===== config.mk =====
export PLATFORM = sky130hd
export DESIGN_NAME = exception_priority_vector_unit
export DESIGN_NICKNAME = d
export VERILOG_FILES = /design/src/hw/exc_pkg.sv /design/src/hw/exception_priority_vector_unit.sv /design/src/hw/pin_sync3.sv
export VERILOG_INCLUDE_DIRS = /design/src /design/src/hw
export SDC_FILE = /design/constraint.sdc
export NUM_CORES = 1
export LEC_CHECK = 0
export ABC_AREA = 1
export BUFFER_PORTS_ARGS = -buffer_cell sky130_fd_sc_hd__buf_4
export CORE_ASPECT_RATIO = 0.8
export CORE_MARGIN = 5
export CORE_UTILIZATION = 41
export CTS_BUF_LIST = sky130_fd_sc_hd__clkbuf_16
export CTS_CLUSTER_DIAMETER = 50
export DETAILED_ROUTE_END_ITERATION = 10
export GPL_TIMING_DRIVEN = 0
export PLACE_DENSITY = 0.66
export SLEW_MARGIN = 20
export SYNTH_ARGS = -nofsm -noshare
export SYNTH_HDL_FRONTEND = slang
export SYNTH_HIERARCHICAL = 1
export SYNTH_SLANG_ARGS = --single-unit

===== constraint.sdc =====
create_clock -name mclk -period 1.7 [get_ports mclk]
set_input_delay 0.51 -clock mclk [delete_from_list [all_inputs] [get_ports mclk]]
set_output_delay 0.51 -clock mclk [all_outputs]
set_load 0.01 [all_outputs]

===== src/hw/exc_map.svh =====
// Vector numbers, module stop reset values and mode codes of the exception unit
`ifndef EXC_MAP_SVH
`define EXC_MAP_SVH

`define VEC_RESET       7'h00
`define VEC_TRACE       7'h05
`define VEC_DIRECT      7'h06
`define VEC_NMI         7'h07
`define VEC_TRAP_BASE   7'h08
`define VEC_EXT_FIRST   7'h10
`define VEC_EXT_LAST    7'h15
`define VEC_INT_FIRST   7'h18
`define VEC_INT_LAST    7'h7F

`define MSTP_A_RST      8'h3F
`define MSTP_B_RST      8'hFF
`define MSTP_C_RST      8'hFF

`define MODE_0          2'h0
`define MODE_2          2'h2

`define RST_HOLD_PWR_MS     20
`define RST_HOLD_RUN_STATES 20

`endif


===== src/hw/exc_pkg.sv =====
// Types shared by the exception unit and its pin synchroniser
package exc_pkg;

    typedef enum logic [3:0] {
        ST_HOLD  = 4'h1,
        ST_INIT  = 4'h2,
        ST_FETCH = 4'h4,
        ST_RUN   = 4'h8
    } cpu_st_e;

    typedef enum logic [4:0] {
        EXC_NONE   = 5'h00,
        EXC_RESET  = 5'h01,
        EXC_TRACE  = 5'h02,
        EXC_DIRECT = 5'h04,
        EXC_IRQ    = 5'h08,
        EXC_TRAP   = 5'h10
    } exc_kind_e;

    typedef struct packed {
        logic s1;
        logic s2;
        logic s3;
        logic lvl;
    } sync_s;

    typedef struct packed {
        cpu_st_e   st;
        logic [1:0] mode;
        logic [7:0] mstp_a;
        logic [7:0] mstp_b;
        logic [7:0] mstp_c;
        logic      irq_block;
        logic      take;
        exc_kind_e kind;
        logic [6:0] vec_num;
        logic [15:0] vec_addr;
        logic      load_pc;
        logic      push_ctx;
        logic      set_cond_mask;
        logic      set_ext_mask;
        logic      clr_trace;
        logic      halt;
        logic      access_ok;
    } unit_s;

endpackage : exc_pkg


===== src/hw/exception_priority_vector_unit.sv =====
// Exception priority, reset sequencing and vector generation for the CPU core
//
// Overview of operation
// - Order: reset, trace, direct, interrupt, trap.
// - Reset handling starts on pin rise or watchdog.
// - Pin low halts everything in reset state.
// - Trace at boundary when flag set, mode 2.
// - No trace after exception return instruction.
// - Sleep direct transition starts its exception.
// - Pending interrupt taken at instruction boundary.
// - No interrupt after mask ops, control load, reset.
// - Trap instruction taken at boundary unless a higher source is taken.
// - Each source has its own vector number.
// - Vector address is number times four or two.
// - Manual reset, direct, reserved vectors unavailable.
// - Reset init clears trace, sets both masks.
// - Reset then fetches vector zero into program counter.
// - Interrupt control mode is 0 after reset.
// - First instruction after reset runs before interrupts.
// - Module stop registers reset to 3F, FF, FF.
// - Stopped modules ignore register reads and writes.
// - Mode code 00 is mode 0, 10 mode 2.
// - Interrupt, trap push context, mask; interrupt clears trace, trap in mode 2 only.
// - Trap number 0 to 3 picks the vector.
`timescale 1ns/1ns
`include "exc_map.svh"
module exception_priority_vector_unit
    import exc_pkg::*;
(
    input  wire logic        mclk,
    input  wire logic        rst,
    input  wire logic        chip_init_pin_n,
    input  wire logic        wdt_overflow,
    input  wire logic        adv_mode,
    input  wire logic        trace_bit,
    input  wire logic        instr_end,
    input  wire logic        return_done,
    input  wire logic        mask_op_done,
    input  wire logic        sleep_direct,
    input  wire logic        trap_exec,
    input  wire logic [1:0]  trap_num,
    input  wire logic        irq_req,
    input  wire logic [6:0]  irq_vec,
    input  wire logic        mode_wr,
    input  wire logic [1:0]  mode_wdata,
    input  wire logic [2:0]  mstp_wr,
    input  wire logic [7:0]  mstp_wdata,
    input  wire logic        periph_req,
    input  wire logic [4:0]  periph_idx,
    output logic             cpu_halt,
    output logic             exc_take,
    output logic [4:0]       exc_kind,
    output logic [6:0]       vec_num,
    output logic [15:0]      vec_addr,
    output logic             load_pc,
    output logic             push_ctx,
    output logic             set_cond_mask,
    output logic             set_ext_mask,
    output logic             clr_trace,
    output logic [1:0]       int_ctrl_mode,
    output logic [7:0]       module_stop_ctrl_a,
    output logic [7:0]       module_stop_ctrl_b,
    output logic [7:0]       module_stop_ctrl_c,
    output logic             periph_access_ok
);

    unit_s       cur_ff;
    unit_s       nxt_ff;
    logic        pin_lvl;
    logic        trace_ok;
    logic        irq_ok;
    logic        vec_ok;
    logic [23:0] stop_bits;

    ////////////////////////////////////////////////////////////////////////////
    // Pin synchroniser

    pin_sync3 u_pin_sync (
        .mclk   (mclk),
        .rst    (rst),
        .pin_in (chip_init_pin_n),
        .level  (pin_lvl)
    );

    ////////////////////////////////////////////////////////////////////////////
    // Request qualification

    function automatic logic [15:0] vec_addr_f(input logic adv, input logic [6:0] num);
        vec_addr_f = adv ? {7'h00, num, 2'h0} : {8'h00, num, 1'h0};
    endfunction : vec_addr_f

    always_comb begin
        vec_ok = (irq_vec == `VEC_NMI)
            || ((irq_vec >= `VEC_EXT_FIRST) && (irq_vec <= `VEC_EXT_LAST))
            || (irq_vec >= `VEC_INT_FIRST);
        trace_ok = trace_bit && (cur_ff.mode == `MODE_2) && !return_done;
        irq_ok = irq_req && vec_ok && !mask_op_done && !cur_ff.irq_block;
    end

    assign stop_bits = {cur_ff.mstp_c, cur_ff.mstp_b, cur_ff.mstp_a};

    ////////////////////////////////////////////////////////////////////////////
    // Next state

    always_comb begin
        nxt_ff               = cur_ff;
        nxt_ff.take          = 1'b0;
        nxt_ff.load_pc       = 1'b0;
        nxt_ff.push_ctx      = 1'b0;
        nxt_ff.set_cond_mask = 1'b0;
        nxt_ff.set_ext_mask  = 1'b0;
        nxt_ff.clr_trace     = 1'b0;
        nxt_ff.access_ok     = periph_req && (periph_idx < 5'h18)
            && !stop_bits[periph_idx];
        if (mode_wr && ((mode_wdata == `MODE_0) || (mode_wdata == `MODE_2))) begin
            nxt_ff.mode = mode_wdata;
        end
        if (mstp_wr[0]) begin
            nxt_ff.mstp_a = mstp_wdata;
        end
        if (mstp_wr[1]) begin
            nxt_ff.mstp_b = mstp_wdata;
        end
        if (mstp_wr[2]) begin
            nxt_ff.mstp_c = mstp_wdata;
        end
        case (cur_ff.st)
            ST_HOLD: begin
                nxt_ff.halt = 1'b1;
                if (pin_lvl) begin
                    nxt_ff.st = ST_INIT;
                end
            end
            ST_INIT: begin
                nxt_ff.clr_trace     = 1'b1;
                nxt_ff.set_cond_mask = 1'b1;
                nxt_ff.set_ext_mask  = 1'b1;
                nxt_ff.mode          = `MODE_0;
                nxt_ff.mstp_a        = `MSTP_A_RST;
                nxt_ff.mstp_b        = `MSTP_B_RST;
                nxt_ff.mstp_c        = `MSTP_C_RST;
                nxt_ff.st            = ST_FETCH;
            end
            ST_FETCH: begin
                nxt_ff.take      = 1'b1;
                nxt_ff.kind      = EXC_RESET;
                nxt_ff.vec_num   = `VEC_RESET;
                nxt_ff.vec_addr  = vec_addr_f(adv_mode, `VEC_RESET);
                nxt_ff.load_pc   = 1'b1;
                nxt_ff.irq_block = 1'b1;
                nxt_ff.halt      = 1'b0;
                nxt_ff.st        = ST_RUN;
            end
            ST_RUN: begin
                if (wdt_overflow) begin
                    nxt_ff.halt = 1'b1;
                    nxt_ff.st   = ST_INIT;
                end else if (instr_end) begin
                    nxt_ff.irq_block = 1'b0;
                    if (trace_ok) begin
                        nxt_ff.take          = 1'b1;
                        nxt_ff.kind          = EXC_TRACE;
                        nxt_ff.vec_num       = `VEC_TRACE;
                        nxt_ff.vec_addr      = vec_addr_f(adv_mode, `VEC_TRACE);
                        nxt_ff.load_pc       = 1'b1;
                        nxt_ff.push_ctx      = 1'b1;
                        nxt_ff.set_cond_mask = 1'b1;
                        nxt_ff.clr_trace     = 1'b1;
                    end else if (sleep_direct) begin
                        // Only the vector number is set for this event, no address, so no fetch
                        nxt_ff.take    = 1'b1;
                        nxt_ff.kind    = EXC_DIRECT;
                        nxt_ff.vec_num = `VEC_DIRECT;
                    end else if (irq_ok) begin
                        nxt_ff.take          = 1'b1;
                        nxt_ff.kind          = EXC_IRQ;
                        nxt_ff.vec_num       = irq_vec;
                        nxt_ff.vec_addr      = vec_addr_f(adv_mode, irq_vec);
                        nxt_ff.load_pc       = 1'b1;
                        nxt_ff.push_ctx      = 1'b1;
                        nxt_ff.set_cond_mask = 1'b1;
                        nxt_ff.clr_trace     = 1'b1;
                    end else if (trap_exec) begin
                        nxt_ff.take          = 1'b1;
                        nxt_ff.kind          = EXC_TRAP;
                        nxt_ff.vec_num       = `VEC_TRAP_BASE + {5'h00, trap_num};
                        nxt_ff.vec_addr      = vec_addr_f(adv_mode,
                            `VEC_TRAP_BASE + {5'h00, trap_num});
                        nxt_ff.load_pc       = 1'b1;
                        nxt_ff.push_ctx      = 1'b1;
                        nxt_ff.set_cond_mask = 1'b1;
                        nxt_ff.clr_trace     = (cur_ff.mode == `MODE_2);
                    end
                end
            end
            default: begin
                nxt_ff.st = ST_HOLD;
            end
        endcase
        if (!pin_lvl) begin
            nxt_ff.st        = ST_HOLD;
            nxt_ff.halt      = 1'b1;
            nxt_ff.take      = 1'b0;
            nxt_ff.load_pc   = 1'b0;
            nxt_ff.push_ctx  = 1'b0;
            nxt_ff.access_ok = 1'b0;
        end
    end

    always_ff @(posedge mclk) begin
        if (rst) begin
            cur_ff           <= '0;
            cur_ff.st        <= ST_HOLD;
            cur_ff.kind      <= EXC_NONE;
            cur_ff.halt      <= 1'b1;
            cur_ff.irq_block <= 1'b1;
            cur_ff.mstp_a    <= `MSTP_A_RST;
            cur_ff.mstp_b    <= `MSTP_B_RST;
            cur_ff.mstp_c    <= `MSTP_C_RST;
        end else begin
            cur_ff <= nxt_ff;
        end
    end

    ////////////////////////////////////////////////////////////////////////////
    // Outputs

    assign cpu_halt           = cur_ff.halt;
    assign exc_take           = cur_ff.take;
    assign exc_kind           = cur_ff.kind;
    assign vec_num            = cur_ff.vec_num;
    assign vec_addr           = cur_ff.vec_addr;
    assign load_pc            = cur_ff.load_pc;
    assign push_ctx           = cur_ff.push_ctx;
    assign set_cond_mask      = cur_ff.set_cond_mask;
    assign set_ext_mask       = cur_ff.set_ext_mask;
    assign clr_trace          = cur_ff.clr_trace;
    assign int_ctrl_mode      = cur_ff.mode;
    assign module_stop_ctrl_a = cur_ff.mstp_a;
    assign module_stop_ctrl_b = cur_ff.mstp_b;
    assign module_stop_ctrl_c = cur_ff.mstp_c;
    assign periph_access_ok   = cur_ff.access_ok;

    ////////////////////////////////////////////////////////////////////////////
    // Assertions

    property p_prio;
        @(posedge mclk) disable iff (rst)
        (cur_ff.st == ST_RUN && pin_lvl && !wdt_overflow && instr_end && trace_ok)
        |=> (exc_take && exc_kind == EXC_TRACE);
    endproperty
    a_prio: assert property (p_prio) else $error("trace lost priority");

    property p_wdt;
        @(posedge mclk) disable iff (rst)
        (cur_ff.st == ST_RUN && pin_lvl && wdt_overflow)
        |=> (cur_ff.st == ST_INIT) ##1 (clr_trace && set_ext_mask) ##1
            (exc_take && exc_kind == EXC_RESET && vec_num == `VEC_RESET);
    endproperty
    a_wdt: assert property (p_wdt) else $error("watchdog reset sequence wrong");

    property p_halt;
        @(posedge mclk) disable iff (rst)
        !pin_lvl |=> (cpu_halt && !exc_take) [*2];
    endproperty
    a_halt: assert property (p_halt) else $error("not halted with pin low");

    property p_no_trace_ret;
        @(posedge mclk) disable iff (rst)
        (instr_end && return_done) |=> !(exc_take && exc_kind == EXC_TRACE);
    endproperty
    a_no_trace_ret: assert property (p_no_trace_ret) else $error("trace after return");

    property p_mask_op;
        @(posedge mclk) disable iff (rst)
        (instr_end && mask_op_done) |=> !(exc_take && exc_kind == EXC_IRQ);
    endproperty
    a_mask_op: assert property (p_mask_op) else $error("irq after mask op");

    property p_first_instr;
        @(posedge mclk) disable iff (rst)
        (exc_take && exc_kind == EXC_RESET) |-> ##1 !(exc_take && exc_kind == EXC_IRQ);
    endproperty
    a_first_instr: assert property (p_first_instr) else $error("irq before first");

    property p_addr;
        @(posedge mclk) disable iff (rst)
        (exc_take && load_pc) |-> vec_addr == ($past(adv_mode)
            ? {7'h00, vec_num, 2'h0} : {8'h00, vec_num, 1'h0});
    endproperty
    a_addr: assert property (p_addr) else $error("vector address wrong");

    property p_mstp;
        @(posedge mclk) disable iff (rst)
        (cur_ff.st == ST_INIT && pin_lvl) |=> (module_stop_ctrl_a == `MSTP_A_RST
            && module_stop_ctrl_b == `MSTP_B_RST && module_stop_ctrl_c == `MSTP_C_RST
            && int_ctrl_mode == `MODE_0);
    endproperty
    a_mstp: assert property (p_mstp) else $error("module stop init wrong");

    property p_stopped;
        @(posedge mclk) disable iff (rst)
        (periph_req && periph_idx < 5'h18 && stop_bits[periph_idx]) |=> !periph_access_ok;
    endproperty
    a_stopped: assert property (p_stopped) else $error("stopped module accessed");

    property p_mode_bad;
        @(posedge mclk) disable iff (rst)
        (cur_ff.st == ST_RUN && pin_lvl && !wdt_overflow && mode_wr && mode_wdata[0])
        |=> int_ctrl_mode == $past(int_ctrl_mode);
    endproperty
    a_mode_bad: assert property (p_mode_bad) else $error("prohibited mode taken");

    property p_trap_vec;
        @(posedge mclk) disable iff (rst)
        (exc_take && exc_kind == EXC_TRAP) |-> vec_num == `VEC_TRAP_BASE + {5'h00, $past(trap_num)};
    endproperty
    a_trap_vec: assert property (p_trap_vec) else $error("trap vector wrong");

    c_reset: cover property (@(posedge mclk) disable iff (rst)
        exc_take && exc_kind == EXC_RESET);
    c_irq: cover property (@(posedge mclk) disable iff (rst)
        exc_take && exc_kind == EXC_IRQ);
    c_trap: cover property (@(posedge mclk) disable iff (rst)
        exc_take && exc_kind == EXC_TRAP);
    c_trace: cover property (@(posedge mclk) disable iff (rst)
        exc_take && exc_kind == EXC_TRACE);

endmodule : exception_priority_vector_unit


===== src/hw/pin_sync3.sv =====
// Three-stage pin synchroniser with agreement filter
`timescale 1ns/1ns
module pin_sync3
    import exc_pkg::*;
(
    input  wire logic mclk,
    input  wire logic rst,
    input  wire logic pin_in,
    output logic      level
);

    sync_s cur_ff;
    sync_s nxt_ff;

    always_comb begin
        nxt_ff    = cur_ff;
        nxt_ff.s1 = pin_in;
        nxt_ff.s2 = cur_ff.s1;
        nxt_ff.s3 = cur_ff.s2;
        if (cur_ff.s2 == cur_ff.s3) begin
            nxt_ff.lvl = cur_ff.s3;
        end
    end

    always_ff @(posedge mclk) begin
        if (rst) begin
            cur_ff <= '0;
        end else begin
            cur_ff <= nxt_ff;
        end
    end

    assign level = cur_ff.lvl;

endmodule : pin_sync3


Word-level counts from Yosys, hierarchy flattened
Index checks and enable logic that the tools add are counted.

operators by class
  add/subtract/negate cells = 1
  multipliers = 0
  divide/modulo/power cells = 0
  order comparisons = 5
  eq/ne operators = 14
  shift operators = 0
  mux-type cells = 26
  bitwise gates (word level) = 3
  reduce and logical (&&, ||, !) cells = 26

operator list
  cell                                                                              count
  32-bit 2-to-1 mux                                                                 3
  33-bit 2-to-1 mux                                                                 2
  31-bit case mux with 2 select lines                                               1
  19-bit 2-to-1 mux                                                                 1
  4-bit case mux with 4 select lines                                                1
  7-bit by 5-bit >= comparator with 1-bit output, second input constant             2
  13-bit 2-to-1 mux                                                                 1
  1-bit logical AND                                                                 9
  1-bit 2-to-1 mux                                                                  9
  9-bit 2-to-1 mux                                                                  1
  7-bit by 3-bit equality test with 1-bit output, second input constant             1
  7-bit by 5-bit less-or-equal comparator with 1-bit output, second input constant  1
  7-bit 2-to-1 mux                                                                  1
  5-bit by 6-bit < comparator with 1-bit output, second input constant              1
  2-bit != test, second input constant                                              3
  4-bit by 2-bit adder with 5-bit output, first input constant                      1
  1-bit binary-select mux with 5-bit select                                         1
  5-bit < comparator, second input constant                                         1
  5-bit 2-to-1 mux                                                                  1
  5-bit != test, second input constant                                              1
  5-bit AND reduction                                                               1
  5-bit OR reduction                                                                1
  2-bit equality test, second input constant                                        2
  4-bit by 1-bit equality test with 1-bit output, second input constant             1
  19 further kinds                                                                  28

word-level totals
  register bits after elaboration = 71
  latch bits = 0
  memory bits (writable) = 0
  ROM bits = 0
  memories kept = 0

Logic depth before layout (Yosys ltp)
  word-level depth = 13
  mapped depth = 12

Modules after synthesis
The synthesis kept the hierarchy.

by module, submodules not included
  module                          instances  cells an instance  area each (um^2)  sequential area each (um^2)
  exception_priority_vector_unit  1          444                3220.6            1181.1
  pin_sync3                       1          13                 121.4             80.1

Worst setup path before layout
Ideal clock, no wire load.

  path kind = input to register
  start point = input port irq_vec[3]
  end point = register cur_ff, in the netlist exc_kind[1]
  setup time = 0.069 ns
  arrival = 1.451 ns
  required time = 1.631 ns
  setup slack = 0.180 ns
  cell stages on the path = 12
  path buffers = 1
  cells stage by stage = inv_1 > nand3_1 > nand2_2 > nand3_4 > nand2_4 > nand3_2 > nand2_4 > nand2_4 > inv_4 > buf_12 > nand2_2 > a21oi_2

between the ends
  cells in the longest elaborated chain, start to end = 13
  elaborated cells between the ends (all ways) = 18
  those cells by class = order compare (3); eq/ne (2); mux (6); reduce/logical (7)

RTL lines
  what                                                                                                                                                 line                                   RTL
  start, declared                                                                                                                                      exception_priority_vector_unit.sv:43   input wire logic [6:0] irq_vec,
  7-bit by 5-bit >= comparator with 1-bit output (no source line) / 7-bit by 5-bit less-or-equal comparator with 1-bit output (equally long branches)  n/a
  1-bit logical AND                                                                                                                                    exception_priority_vector_unit.sv:94   || ((irq_vec >= `VEC_EXT_FIRST) && (irq_vec <= `VEC_EXT_LAST))
  1-bit logical OR                                                                                                                                     exception_priority_vector_unit.sv:93   vec_ok = (irq_vec == `VEC_NMI)
  1-bit logical OR (*)                                                                                                                                 exception_priority_vector_unit.sv:93
  1-bit logical AND (*) (3 in series)                                                                                                                  exception_priority_vector_unit.sv:97   irq_ok = irq_req && vec_ok && !mask_op_done && !cur_ff.irq_block;
  32-bit 2-to-1 mux                                                                                                                                    exception_priority_vector_unit.sv:174  end else if (irq_ok) begin
  13-bit 2-to-1 mux                                                                                                                                    exception_priority_vector_unit.sv:169  end else if (sleep_direct) begin
  32-bit 2-to-1 mux                                                                                                                                    exception_priority_vector_unit.sv:160  if (trace_ok) begin
  33-bit 2-to-1 mux                                                                                                                                    exception_priority_vector_unit.sv:158  end else if (instr_end) begin
  33-bit 2-to-1 mux                                                                                                                                    exception_priority_vector_unit.sv:155  if (wdt_overflow) begin
  31-bit case mux with 2 select lines                                                                                                                  exception_priority_vector_unit.sv:127  case (cur_ff.st)
  end signal, assigned                                                                                                                                 exception_priority_vector_unit.sv:221  cur_ff <= nxt_ff;
  end, declared                                                                                                                                        exception_priority_vector_unit.sv:67   unit_s cur_ff;

Every way passes the cells marked *; elsewhere a longest branch is shown, timed or not. The select of a mux whose other input is x is not followed.
A chain may end at the register's enable or synchronous reset.

Final worst setup path
  start point = register cur_ff, in the netlist int_ctrl_mode[0]
  end point = register cur_ff, in the netlist vec_addr[8]

between the ends
  cells in the longest elaborated chain, start to end = 7
  elaborated cells between the ends (all ways) = 10
  those cells by class = eq/ne (3); mux (4); reduce/logical (3)

RTL lines
  what                                      line                                   RTL
  2-bit equality test (no source line) (*)  n/a
  1-bit logical AND (*) (2 in series)       exception_priority_vector_unit.sv:96   trace_ok = trace_bit && (cur_ff.mode == `MODE_2) && !return_done;
  32-bit 2-to-1 mux                         exception_priority_vector_unit.sv:160
  33-bit 2-to-1 mux                         exception_priority_vector_unit.sv:158
  33-bit 2-to-1 mux                         exception_priority_vector_unit.sv:155
  31-bit case mux with 2 select lines       exception_priority_vector_unit.sv:127

Marks and branches as above.

==> key figures <==
Status
  – Status: completed

Timing
  – Post-layout min period: 1.59 ns
  – Slew HR: a little under three fifths
  – Count of final setup violators: 0
  – Worst slew pin tran: between 0.6 and 0.7 ns
  – Maximum clock frequency: 627 MHz
  – Fin crit share: 93.8%
  – Final Hold Violating Endpoints: 0
  – RSZ-0062 raised after global routing: yes
  – Worst setup margin: 0.105 ns
  – Clk_skew: a little under 0.008 ns
  – Fin. max-slew vios: 0
  – Hold slack: around 0.4 ns

Floorplan
  – Die area: 10100 um2
  – Core area: a little under 8000 um2
  – Die height: around 91 um
  – Std-Cell Rows: 29
  – Initial Utilization: 42.1%
  – Top Ports: 103
  – Die width: 111 um

Placed design
  – Pre-CTS setup slack: -0.275 ns
  – Detailed-placement wirelength estimate: 7320 um
  – Cells after DPL: 662
  – GP Congestion: 0.959
  – Port buffer count: 90

Finish
  – Nets: 613
  – # diodes: 0
  – Final core occ: 56.9%
  – Area grow syn2layout: 35.2%
  – Layout Cells excl Fill: roughly 700
  – Share of cells above drive strength 1: 37.3%

Pwr
  – Logic pwr share: 13.4%
  – Reg power frac: 43.0%
  – PwrDens: 802 nW/um2
  – Fraction of power spent switching nets: between 20% and 30%
  – Pint: between 0.002 and 0.003 W
  – Leak pwr: 2.21 nW
  – P_sw: 0.000910 W
  – Clock power share: a little over two fifths
  – Worst vdd ir: 523 uV

Setup path
  – Startpoint type of the worst setup path: register
  – CP top delay family: simple AND/OR/NAND/NOR gates
  – CP required: 1.92 ns
  – CP Class: register to register
  – Reg2Reg Depth: 10
  – CP max FO: 7
  – Critical R2R Launch: int_ctrl_mode[0]$_SDFFE_PP0P_
  – Reg2Reg Setup Slack: 0.11 ns
  – Max stage delay on crit path: around 0.32 ns
  – Slowest CP cell: nor3_4
  – Critical path arrival: 1.81 ns
  – Critical path buffers and inverters: 2
  – CP endpoint kind: register
  – CP cell instances: inv_1, nand2_2, nor3_4, inv_4, nand2_1, nor2_2, nand2_2, nor2_2, a21oi_1, nor2_1
  – End of the worst register-to-register path: vec_addr[8]$_SDFFE_PP0P_

Global routing
  – Antenna violations before repair: 0
  – Grt ovf: 0
  – Largest net degree at the start of global routing: 11
  – Total track usage: 18.3%
  – Vias in the first global route: roughly 3000
  – Wire length of the first global-routing pass: 15100 um

Clocking
  – H-Tree Depth: 3
  – CTS root buf: clkbuf_16
  – Clk buf depth: 2
  – Clock transition at path regs: 0.05 ns
  – Later-pin clock latency in the skew report: roughly 0.32 ns
  – Hold-fix buffers, CTS: 0
  – Total CTS buffers: 9
  – Clock sinks: 63
  – CTS tree: done

Synthesis
  – Yosys reg bits: 63
  – Post-Syn Instances: 457
  – Seq/Total Area, Yosys: 37.7%
  – Syn. warnings: 6
  – Mean Syn Cell Area: about 7.3 um2
  – Library cells used by synthesis: 32
  – Post-synthesis cell area: 3340 um2

Min path
  – Hold Crit Start: rst
  – Hold endpoint: u_pin_sync/cur_ff[2]$_SDFF_PP0_
  – HP Class: primary input to register
  – WHS Path Cells: 2

Detailed routing
  – Iteration-0 DRC Markers: 221
  – Routed len/inst: 13.7 um
  – Final antenna-violating net count: 0
  – Vias per cell: between 4 and 5
  – # DRC: 0
  – First-pass detailed-route iteration total: 5
  – Routed Wire Length: 9400 um
  – Via Count: 3252

Flow run
  – Max Cap Violations: 0
state kept, by name (all words and copies together), names as in the netlist, 2 cells and up:
| name | count |
|---|---|
| exc_kind | 5 |
| vec_num | 7 |
| module_stop_ctrl_b | 8 |
| cur_ff | 5 |
| u_pin_sync/cur_ff | 3 |
| module_stop_ctrl_a | 8 |
| module_stop_ctrl_c | 8 |
| int_ctrl_mode | 2 |
| vec_addr | 8 |
worst reg2reg max path, delay by kind of cell (launching register included):
| family | cells | cell delay [ns] |
|---|---|---|
| AND/OR/NAND/NOR | 7 | 0.84 |
| flip-flops | 1 | 0.31 |
| buffers and inverters | 2 | 0.19 |
| AO/OA/AOI/OAI | 1 | 0.15 |
power groups by stage:
stage | clock [W] | sequential (W) | combinational, W
finish | 0.00158 | 0.00156 | 0.000486
detailed placement | 0 | 0.00159 | 0.000474
CTS | 0.00161 | 0.00156 | 0.000475
floorplan | 0 | 0.00158 | 0.000271
global route | 0.00168 | 0.00156 | 0.000532
global placement | 0 | 0.00159 | 0.000469
through the flow:
stage	instance area (um2)	total power, W	setup TNS (ns)
after floorplan	3370	0.00185	0
final	4520	0.00362	0
after detailed placement	4180	0.00206	-3.72
after CTS	4440	0.00364	0
after global routing	4520	0.00378	-0.0950
after global placement	4180	0.00206	-3.57
cell usage in the layout (no fill, tap or decap), types with 5 or more instances in the layout:
cell       synthesis  layout
nor2_2             2       5
nor3_1             5       5
a21oi_2            9       9
nand2_4            5       6
o211ai_1           8       8
nor2_1            42      39
conb_1             1       8
buf_4             54     151
dfxtp_1           63      62
nand2_1           89      87
o21ai_0           30      30
clkbuf_16          0       9
a21oi_1           22      22
clkbuf_1           7       6
nand2_2           12      13
nand3_1           48      48
inv_1             34      36
area by class of cell:
class,count,area (um2)
Clock inverter,7,32.5
Clock buffer,9,225
Tap cell,108,135
Inverter,40,158
Buffer,68,485
Fill cell,741,3430
Multi-Input combinational cell,293,1490
Timing Repair Buffer,97,728
Sequential cell,63,1260
Yosys cell counts:
cell type / number / area share (%)
clkbuf_1: 7 / 0.79
conb_1: 1 / 0.11
buf_12: 1 / 0.60
dfxtp_1: 63 / 38
nand2_1: 89 / 10
o21ai_0: 30 / 4.5
nand4_2: 1 / 0.37
nor2_1: 42 / 4.7
buf_4: 54 / 12
nor3_1: 5 / 0.75
nor2_4: 1 / 0.34
buf_1: 3 / 0.34
inv_4: 2 / 0.37
buf_6: 1 / 0.34
nand2_4: 5 / 1.7
o2111ai_1: 1 / 0.26
o22ai_1: 3 / 0.56
nand3_2: 2 / 0.60
o211ai_1: 8 / 1.8
inv_1: 34 / 3.8
nand3_1: 48 / 7.2
nor3_4: 1 / 0.49
a21oi_2: 9 / 2.4
or2_0: 1 / 0.19
nand2_2: 12 / 2.2
nor2_2: 2 / 0.37
nor3b_4: 1 / 0.56
inv_2: 4 / 0.45
buf_2: 2 / 0.30
a21oi_1: 22 / 3.3
o21bai_1: 1 / 0.22
nand3_4: 1 / 0.52
cells by family after synthesis:
| logic type | synth area share [%] |
|---|---|
| AND/OR/NAND/NOR | 30.0 |
| buffers and inverters | 19.1 |
| other | 0.112 |
| AO/OA/AOI/OAI | 13.0 |
| flip-flops | 37.7 |
layer usage:
layer	vias up	track usage (%)	part of all wire, %
met3	15	5.96	7.5
li1	1652	-	-
met1	1451	26.0	48
met2	134	26.1	43
met4	0	6.15	1.8
met5	-	0	0
what timing repair did:
action,in CTS,in global routing
endpoints found under the setup margin,0,12
hold endpoints to repair,0,0
gates resized for setup,0,11
buffers inserted,0,7
how the worst max path moves through the flow:
stage | startpoint | to | slack [ns] | cells past startpoint
after floorplan | irq_vec[3] | exc_kind[1]$_SDFFE_PP0P_ | 0.18 | 12
after global placement | rst | set_ext_mask$_SDFF_PP0_ | -0.27 | 4
after detailed placement | rst | set_cond_mask$_SDFF_PP0_ | -0.28 | 4
after CTS | int_ctrl_mode[0]$_SDFFE_PP0P_ | vec_addr[8]$_SDFFE_PP0P_ | 0.05 | 10
after global routing | int_ctrl_mode[0]$_SDFFE_PP0P_ | vec_addr[8]$_SDFFE_PP0P_ | -0.03 | 10
final | int_ctrl_mode[0]$_SDFFE_PP0P_ | vec_addr[8]$_SDFFE_PP0P_ | 0.11 | 10
(Power assumes the default switching activity.)
